==> src/common/tpg_pkg.sv <==
// Shared constants and types for the three-port general purpose I/O block.
// Assumes the core reaches the block through its special function
// register space with an 8-bit address and 8-bit data.

`default_nettype none

package tpg_pkg;

    // ------------------------------------------------------------
    // Geometry
    // ------------------------------------------------------------
    localparam int PORT_W   = 8;
    localparam int PIN_W    = 24;            // Port 0, port 1, port 3
    localparam int PIN_USED = 22;            // Bonded pins
    localparam int PORT0_LSB = 0;
    localparam int PORT1_LSB = 8;
    localparam int PORT3_LSB = 16;

    // Port 1 bits 2 and 5 have no pad
    localparam logic [PORT_W-1:0] PORT1_PRESENT = 8'hdb;
    localparam logic [PIN_W-1:0]  PIN_PRESENT  = {8'hff, 8'hdb, 8'hff};
    // Port 3 bits 3..2 are the external interrupt lines
    localparam logic [PIN_W-1:0]  PIN_IRQ_CAP  = {8'hf3, 8'hdb, 8'hff};
    localparam int                EXT_INT_LSB  = 18;
    localparam int                EXT_INT_W    = 2;

    // ------------------------------------------------------------
    // Register offsets in the special function register space
    // ------------------------------------------------------------
    localparam logic [7:0] ADDR_PORT0_DATA = 8'h80;
    localparam logic [7:0] ADDR_PORT1_DATA = 8'h90;
    localparam logic [7:0] ADDR_PORT3_DATA = 8'hb0;
    localparam logic [7:0] ADDR_PORT0_DIR  = 8'hb1;
    localparam logic [7:0] ADDR_PORT1_DIR  = 8'hb2;
    localparam logic [7:0] ADDR_PORT3_DIR  = 8'hb4;
    localparam logic [7:0] ADDR_PORT0_GATE = 8'hb9;
    localparam logic [7:0] ADDR_PORT1_GATE = 8'hba;
    localparam logic [7:0] ADDR_PORT3_GATE = 8'hbc;

    // ------------------------------------------------------------
    // Reset values
    // ------------------------------------------------------------
    localparam logic [PIN_W-1:0]  RST_DATA  = 24'h000000;
    localparam logic [PIN_W-1:0]  RST_DIR   = 24'hffffff;
    localparam logic [PIN_W-1:0]  RST_GATE  = 24'hffffff;
    localparam logic [PORT_W-1:0] RST_RDATA = 8'h00;
    localparam logic              RST_SYNC  = 1'b1;   // Pulled-up idle

    // Port pin interrupt vectors
    localparam logic [7:0] VEC_NORMAL    = 8'h83;
    localparam logic [7:0] VEC_POWERDOWN = 8'h7b;

    // Pad control bundle for one pin
    typedef struct packed {
        logic out;        // Value driven when enabled
        logic oe;         // High while the pad is driven
        logic pull_up;
        logic pull_down;
        logic strength;   // 1: high drive
    } tpg_pad_drive_type;

endpackage

`default_nettype wire

==> src/logic/tpg_pad_cell.sv <==
// One general purpose pad: input synchroniser, input gate and drive
// control. Assumes pad_in is asynchronous to clk.

`timescale 1ns/1ps
`default_nettype none

module tpg_pad_cell
    import tpg_pkg::*;
#(
    parameter logic PRESENT = 1'b1
) (
    // Clock and reset
    input  wire logic        clk,
    input  wire logic        nrst,
    // Pad side
    input  wire logic        pad_in,
    output tpg_pad_drive_type drive,
    // Control side
    input  wire logic        latch,
    input  wire logic        drive_disable_n,
    input  wire logic        gate,
    input  wire logic        pull_enable,
    input  wire logic        pull_select,
    input  wire logic        drive_strength_sel,
    output logic             level
);

    logic              s1;
    logic              s2;
    logic              s3;
    logic              stable;
    logic              next_stable;
    logic              next_level;
    tpg_pad_drive_type next_drive;

    // ------------------------------------------------------------
    // Input path
    // ------------------------------------------------------------
    // A change is accepted only once stages two and three agree
    always_comb begin
        next_stable = (s2 == s3) ? s3 : stable;
        next_level  = PRESENT & gate & next_stable;         // [RL12]
    end

    // ------------------------------------------------------------
    // Pad truth table
    // ------------------------------------------------------------
    always_comb begin
        next_drive.out       = PRESENT & latch;
        next_drive.oe        = PRESENT & ~drive_disable_n;   // [RL3]
        next_drive.pull_up   = PRESENT & drive_disable_n
                               & pull_enable & pull_select;  // [RL3]
        next_drive.pull_down = PRESENT & drive_disable_n
                               & pull_enable & ~pull_select; // [RL3]
        next_drive.strength  = PRESENT & drive_strength_sel;
    end

    // Registers; reset leaves an input with pull-up
    always_ff @(posedge clk) begin
        if (!nrst) begin
            s1                <= RST_SYNC;
            s2                <= RST_SYNC;
            s3                <= RST_SYNC;
            stable            <= RST_SYNC;
            level             <= 1'b0;
            drive.out         <= 1'b0;
            drive.oe          <= 1'b0;                       // [RL2]
            drive.pull_up     <= PRESENT;                    // [RL2]
            drive.pull_down   <= 1'b0;
            drive.strength    <= 1'b0;
        end else begin
            s1                <= pad_in;
            s2                <= s1;
            s3                <= s2;
            stable            <= next_stable;
            level             <= next_level;
            drive             <= next_drive;
        end
    end

endmodule

`default_nettype wire

==> src/logic/tpg_gpio.sv <==
// Three-port general purpose I/O block: data latches, direction and
// input gate registers on the special function register bus, pads,
// and the interrupt source levels for the interrupt controller.
// Assumes pull and drive strength settings arrive from an always-on
// register block on the same clock, and a power manager gives mode.
//
// Functional notes
// [RL1] 22 pins, ports 0/1/3, per-bit control
// [RL2] After reset: inputs with pull-up
// [RL3] Pad: drive, float, pull-down or pull-up
// [RL4] Data read returns present pin state
// [RL5] Data write sets output bits
// [RL6] Direction bit 1 input, reset all ones
// [RL7] Input gate 1 passes, reset ones
// [RL8] Port 1 bits 2, 5 reserved
// [RL9] Pin interrupts except port 3 bits 3:2
// [RL10] Port 3 bits 3:2 external, wake capable
// [RL11] Vector differs: normal or power-down
// [RL12] Gated input reads as zero

`timescale 1ns/1ps
`default_nettype none

module tpg_gpio
    import tpg_pkg::*;
(
    // Clock and reset
    input  wire logic                 CLK,
    input  wire logic                 NRST,
    // Special function register bus
    input  wire logic [7:0]           SFR_ADDR,
    input  wire logic                 SFR_WR,
    input  wire logic                 SFR_RD,
    input  wire logic [PORT_W-1:0]    SFR_WDATA,
    output logic      [PORT_W-1:0]    SFR_RDATA,
    // Pull and strength settings from the always-on block
    input  wire logic [PIN_W-1:0]     PULL_ENABLE,
    input  wire logic [PIN_W-1:0]     PULL_SELECT,
    input  wire logic [PIN_W-1:0]     DRIVE_STRENGTH_SEL,
    // Pads
    input  wire logic [PIN_W-1:0]     PAD_IN,
    output logic      [PIN_W-1:0]     PAD_OUT,
    output logic      [PIN_W-1:0]     PAD_OE,
    output logic      [PIN_W-1:0]     PAD_PULL_UP,
    output logic      [PIN_W-1:0]     PAD_PULL_DOWN,
    output logic      [PIN_W-1:0]     PAD_STRENGTH,
    // Interrupt sources
    input  wire logic                 POWER_DOWN,
    output logic      [PIN_W-1:0]     PIN_IRQ_LEVEL,
    output logic      [EXT_INT_W-1:0] EXT_INT_LEVEL,
    output logic      [7:0]           IRQ_VECTOR
);

    // ------------------------------------------------------------
    // Storage
    // ------------------------------------------------------------
    logic              [PIN_W-1:0]  data_latch;
    logic              [PIN_W-1:0]  drive_disable_n;
    logic              [PIN_W-1:0]  input_gate;
    logic              [PIN_W-1:0]  next_data_latch;
    logic              [PIN_W-1:0]  next_drive_disable_n;
    logic              [PIN_W-1:0]  next_input_gate;
    logic              [PORT_W-1:0] next_rdata;
    logic              [PIN_W-1:0]  pin_level;
    tpg_pad_drive_type              pad_drive [PIN_W];
    logic              [PIN_W-1:0]  next_irq_level;
    logic              [EXT_INT_W-1:0] next_ext_level;
    logic              [7:0]        next_vector;

    // Place a written byte into one port of a 24-bit vector,
    // keeping missing pads at zero
    function automatic logic [PIN_W-1:0] put_port(
        input logic [PIN_W-1:0]  vec,
        input int                lsb,
        input logic [PORT_W-1:0] val
    );
        logic [PIN_W-1:0] res;
        res = vec;
        res[lsb +: PORT_W] = val;
        return res & PIN_PRESENT;                           // [RL8]
    endfunction

    // Read one port of a vector; reserved bits read as zero
    function automatic logic [PORT_W-1:0] get_port(
        input logic [PIN_W-1:0] vec,
        input int               lsb
    );
        logic [PIN_W-1:0] masked;
        masked = vec & PIN_PRESENT;                         // [RL8]
        return masked[lsb +: PORT_W];
    endfunction

    // ------------------------------------------------------------
    // Register writes
    // ------------------------------------------------------------
    // Direction and gate reset to ones so pins come up as inputs
    always_comb begin
        next_data_latch      = data_latch;
        next_drive_disable_n = drive_disable_n;
        next_input_gate      = input_gate;
        if (SFR_WR) begin
            case (SFR_ADDR)
                ADDR_PORT0_DATA: next_data_latch =
                    put_port(data_latch, PORT0_LSB, SFR_WDATA);     // [RL5]
                ADDR_PORT1_DATA: next_data_latch =
                    put_port(data_latch, PORT1_LSB, SFR_WDATA);     // [RL5]
                ADDR_PORT3_DATA: next_data_latch =
                    put_port(data_latch, PORT3_LSB, SFR_WDATA);     // [RL5]
                ADDR_PORT0_DIR:  next_drive_disable_n =
                    put_port(drive_disable_n, PORT0_LSB, SFR_WDATA); // [RL6]
                ADDR_PORT1_DIR:  next_drive_disable_n =
                    put_port(drive_disable_n, PORT1_LSB, SFR_WDATA); // [RL6]
                ADDR_PORT3_DIR:  next_drive_disable_n =
                    put_port(drive_disable_n, PORT3_LSB, SFR_WDATA); // [RL6]
                ADDR_PORT0_GATE: next_input_gate =
                    put_port(input_gate, PORT0_LSB, SFR_WDATA);     // [RL7]
                ADDR_PORT1_GATE: next_input_gate =
                    put_port(input_gate, PORT1_LSB, SFR_WDATA);     // [RL7]
                ADDR_PORT3_GATE: next_input_gate =
                    put_port(input_gate, PORT3_LSB, SFR_WDATA);     // [RL7]
                default: ;   // Other addresses belong to other blocks
            endcase
        end
    end

    // ------------------------------------------------------------
    // Register reads
    // ------------------------------------------------------------
    // Data reads show the synchronised pin, not the latch, so a
    // read-modify-write on a pin held by a load can flip its latch
    always_comb begin
        next_rdata = SFR_RDATA;
        if (SFR_RD) begin
            case (SFR_ADDR)
                ADDR_PORT0_DATA: next_rdata =
                    get_port(pin_level, PORT0_LSB);                 // [RL4]
                ADDR_PORT1_DATA: next_rdata =
                    get_port(pin_level, PORT1_LSB);                 // [RL4]
                ADDR_PORT3_DATA: next_rdata =
                    get_port(pin_level, PORT3_LSB);                 // [RL4]
                ADDR_PORT0_DIR:  next_rdata =
                    get_port(drive_disable_n, PORT0_LSB);
                ADDR_PORT1_DIR:  next_rdata =
                    get_port(drive_disable_n, PORT1_LSB);
                ADDR_PORT3_DIR:  next_rdata =
                    get_port(drive_disable_n, PORT3_LSB);
                ADDR_PORT0_GATE: next_rdata =
                    get_port(input_gate, PORT0_LSB);
                ADDR_PORT1_GATE: next_rdata =
                    get_port(input_gate, PORT1_LSB);
                ADDR_PORT3_GATE: next_rdata =
                    get_port(input_gate, PORT3_LSB);
                default:      next_rdata = RST_RDATA;
            endcase
        end
    end

    // ------------------------------------------------------------
    // Interrupt sources
    // ------------------------------------------------------------
    // Pin interrupts only in normal mode; the external lines stay
    // live in power-down so they can wake the core
    always_comb begin
        next_irq_level = POWER_DOWN ? '0
                         : (pin_level & PIN_IRQ_CAP);       // [RL9]
        next_ext_level = pin_level[EXT_INT_LSB +: EXT_INT_W]; // [RL10]
        next_vector    = POWER_DOWN ? VEC_POWERDOWN
                         : VEC_NORMAL;                      // [RL11]
    end

    // Register stage for all of the above
    always_ff @(posedge CLK) begin
        if (!NRST) begin
            data_latch      <= RST_DATA;
            drive_disable_n <= RST_DIR & PIN_PRESENT;       // [RL6]
            input_gate      <= RST_GATE & PIN_PRESENT;      // [RL7]
            SFR_RDATA       <= RST_RDATA;
            PIN_IRQ_LEVEL   <= '0;
            EXT_INT_LEVEL   <= '0;
            IRQ_VECTOR      <= VEC_NORMAL;
        end else begin
            data_latch      <= next_data_latch;
            drive_disable_n <= next_drive_disable_n;
            input_gate      <= next_input_gate;
            SFR_RDATA       <= next_rdata;
            PIN_IRQ_LEVEL   <= next_irq_level;
            EXT_INT_LEVEL   <= next_ext_level;
            IRQ_VECTOR      <= next_vector;
        end
    end

    // ------------------------------------------------------------
    // Pads
    // ------------------------------------------------------------
    // One cell per bit position; absent pads are built but held off
    for (genvar i = 0; i < PIN_W; i++) begin : g_pad
        tpg_pad_cell #(
            .PRESENT (PIN_PRESENT[i])                       // [RL1]
        ) u_cell (
            .clk                (CLK),
            .nrst               (NRST),
            .pad_in             (PAD_IN[i]),
            .drive              (pad_drive[i]),
            .latch              (data_latch[i]),
            .drive_disable_n    (drive_disable_n[i]),
            .gate               (input_gate[i]),
            .pull_enable        (PULL_ENABLE[i]),
            .pull_select        (PULL_SELECT[i]),
            .drive_strength_sel (DRIVE_STRENGTH_SEL[i]),
            .level              (pin_level[i])
        );
        // Cell outputs are flip-flops, unpacked here
        assign PAD_OUT[i]       = pad_drive[i].out;
        assign PAD_OE[i]        = pad_drive[i].oe;
        assign PAD_PULL_UP[i]   = pad_drive[i].pull_up;
        assign PAD_PULL_DOWN[i] = pad_drive[i].pull_down;
        assign PAD_STRENGTH[i]  = pad_drive[i].strength;
    end

endmodule

`default_nettype wire

==> config.mk <==
export PLATFORM = sky130hd
export DESIGN_NAME = tpg_gpio
export DESIGN_NICKNAME = d
export VERILOG_FILES = /design/src/common/tpg_pkg.sv /design/src/logic/tpg_pad_cell.sv /design/src/logic/tpg_gpio.sv
export SDC_FILE = /design/constraint.sdc
export NUM_CORES = 1
export LEC_CHECK = 0
export ABC_AREA = 1
export BUFFER_PORTS_ARGS = -buffer_cell sky130_fd_sc_hd__buf_2
export CELL_PAD_IN_SITES_DETAIL_PLACEMENT = 1
export CELL_PAD_IN_SITES_GLOBAL_PLACEMENT = 1
export CORE_MARGIN = 10
export CORE_UTILIZATION = 41
export CTS_CLUSTER_DIAMETER = 150
export DETAILED_ROUTE_END_ITERATION = 16
export HOLD_SLACK_MARGIN = 0.03
export MAX_ROUTING_LAYER = met4
export PLACE_DENSITY = 0.95
export SLEW_MARGIN = 20
export SYNTH_ARGS = -nofsm -noshare
export SYNTH_HDL_FRONTEND = slang
export SYNTH_HIERARCHICAL = 1
export SYNTH_SLANG_ARGS = --single-unit
==> constraint.sdc <==
create_clock -name CLK -period 2.55 [get_ports CLK]
set_input_delay 0.3825 -clock CLK [delete_from_list [all_inputs] [get_ports CLK]]
set_output_delay 0.3825 -clock CLK [all_outputs]
set_load 0.05 [all_outputs]
==> results.md <==
* Die height at 181 µm
* Post-route setup slack at roughly 790 ps
* Worst path buffer plus inverter count at 3
* Vias at 9665
* WS Path Type: in2reg
* Clock Tree Root: clkbuf_16
* Num Clock Sinks at 318
* PortBufs at about 250
* Worst-path fanout max at 14
* Peak supply drop at around 0.00068 V
* Worst-Margin Slew at slightly above 700 ps
* Share of cells above drive strength 1 at 22.8%
* Cells along the critical path: buf_2 > inv_1 > nand2_2 > nor2_2 > buf_4 > nand3_1 > nand2_1 > nor2_1 > nand3_1 > nand2_1 > a21oi_1
* Vias in the first global route at about 11000
* Largest net degree at the start of global routing at 98
* DRC at 0
* CTS Buf Count at 34
* Area growth, synth to finish at 27.0%
* Starting Density at 42.0%
* Crit path largest cell delay at 580 ps
* Final wirelength at 37500 µm
* # IOs at between 200 and 300
* Final Hold Viols at 0
* Final setup fails at 0
* GPL Wtd Cong at around 0.90
* TritonCTS clock tree: built
* Status: finished, final reports clean
* Setup slack, reg-to-reg at 1250 ps
* Endpoint class of the critical path: flip-flop
* FILL cells at 3105
* Global-route wire length before repair at ~58000 µm
* FMAX at 570 MHz
* Final net count at 1689
* CP required at 2990 ps
* Post-DP HPWL at 24900 µm
* Initial antenna violation count at 1
* CP Launch Type: input port
* Worst Path Arrival at roughly 2200 ps
* Fin Setup TNS at 0 ps
* Power, Total at approximately 11 mW
* Overflow after GRT at 0
* DRT Pass-1 Iters at 5
* Pre-CTS setup slack at 478 ps
* Wire per inst at roughly 19 µm
* Htree depth at 2
* Final Cycle Share at 68.8%
* Vias per inst at 5.01
* Die Wd at approximately 180 µm
* Slew Viols, Final at 0
* Die area at about 0.033 mm²
* Routed Antenna Nets at 0
* Clock Latency Late Sink at 530 ps
* Mean post-synth cell area at about 8.3 µm²
* Crit path time final at 1760 ps
* Postcts setup bufs at 0
* Gate Count Post-Synth at ~1300
* Clock-pin slew on the worst setup and hold paths at around 60 ps
* Max cap viols at 0
* Clock tree buffer depth at 3
* GRT Util Overall at between 20% and 30%
* Worst-case clock skew at 21.8 ps
* Mapped cell area at 0.0107 mm²
* Number of DRC markers in iteration 0 at roughly 540
* Pwr/cell area at 825 mW/mm²
* Core area at 0.0254 mm²
* Headroom to the max-slew limit at approximately half
* Crit-path slowest cell: nor2_2
* Yosys warning count at 6
* RSZ-0062 raised after global routing: false
* Rows at 58
* HP Class: in2reg
* Leak Pwr at 7.64 nW
* Largest delay share family, worst path: simple AND/OR/NAND/NOR gates
## registers in the layout (all words and copies together) (netlist names)
name                 count
g_pad.u_cell/s2         22
PIN_IRQ_LEVEL           20
drive_disable_n         22
EXT_INT_LEVEL            2
g_pad.u_cell/s3         22
SFR_RDATA                8
g_pad.u_cell/drive     110
g_pad.u_cell/stable     22
input_gate              22
IRQ_VECTOR               2
g_pad.u_cell/level      22
data_latch              22
g_pad.u_cell/s1         22
## stage by stage
| step | instances | cell area (µm²) | util [%] | hold WS [ps] |
|---|---|---|---|---|
| final | 1928 | 13500 | 53.3 | 41.9 |
| after detailed placement | 1852 | 12200 | 48.1 | 395 |
| after global routing | 1927 | 13500 | 53.3 | 31.2 |
| after floorplan | 1303 | 10700 | - | 385 |
| after CTS | 1925 | 13500 | 53.2 | 30.2 |
| after global placement | 1852 | 12200 | 48.1 | 391 |
## where the power goes
| part | switching (mW) | internal, mW | total, mW |
|---|---|---|---|
| registers | 0.0550 | 5.11 | 5.16 |
| logic | 0.667 | 0.217 | 0.884 |
| clock network | 2.04 | 3.08 | 5.12 |
| total | 2.77 | 8.40 | 11.2 |
## path summary, 6_finish.rpt
kind | from | end | cells past startpoint
worst max register to register | drive_disable_n[18] | SFR_RDATA[2] | 6
worst min-delay path | PAD_IN[12] | g_pad[12].u_cell/s1 | 2
worst min register to register | g_pad[11].u_cell/s1 | g_pad[11].u_cell/s2 | 1
worst max-delay path | SFR_ADDR[0] | SFR_RDATA[1] | 11
## cell type report
type	count	area, µm²	share of cell area (%)
Timing Repair Buffer	278	1520	11.2
Tap cell	330	413	3.05
Antenna cell	2	5.00	0.0370
Clock inverter	10	128	0.943
Multi-Input combinational cell	744	3320	24.5
Sequential cell	318	6370	47.0
Clock buffer	50	1050	7.77
Inverter	196	736	5.43
## routing by layer
layer  up-vias  routed length (µm)  track usage (%)
met2       442               18800             39.2
met1      4603               14100             22.8
met4         0                1820             11.6
met3       145                2820             5.99
li1       4475                   -                -
met5         -                   0                -
## repair_timing
item,CTS,global route
resized for setup,0,0
hold buffers,13,1
hold endpoints to repair,13,1
## layout by cell type (no fill, tap or decap)
cell type / count
dlygate4sd3_1: 14
nand2_2: 3
nand3_1: 90
buf_12: 2
buf_4: 9
clkinv_8: 2
o21ai_1: 1
conb_1: 17
clkbuf_16: 35
dfxtp_1: 318
nor2_2: 5
or2_2: 1
inv_2: 28
buf_2: 252
clkbuf_8: 12
o21ai_0: 28
nor3_1: 22
clkinvlp_4: 2
nand4_1: 2
o211ai_1: 34
buf_6: 1
nand2_1: 366
nand3_2: 1
nor2_4: 4
inv_1: 168
or2_1: 44
a21oi_1: 33
clkbuf_1: 3
nor2_1: 92
bufinv_16: 2
clkinv_2: 4
nor3_2: 1
diode_2: 2
Note: power is estimated with default switching activity, not from simulation.
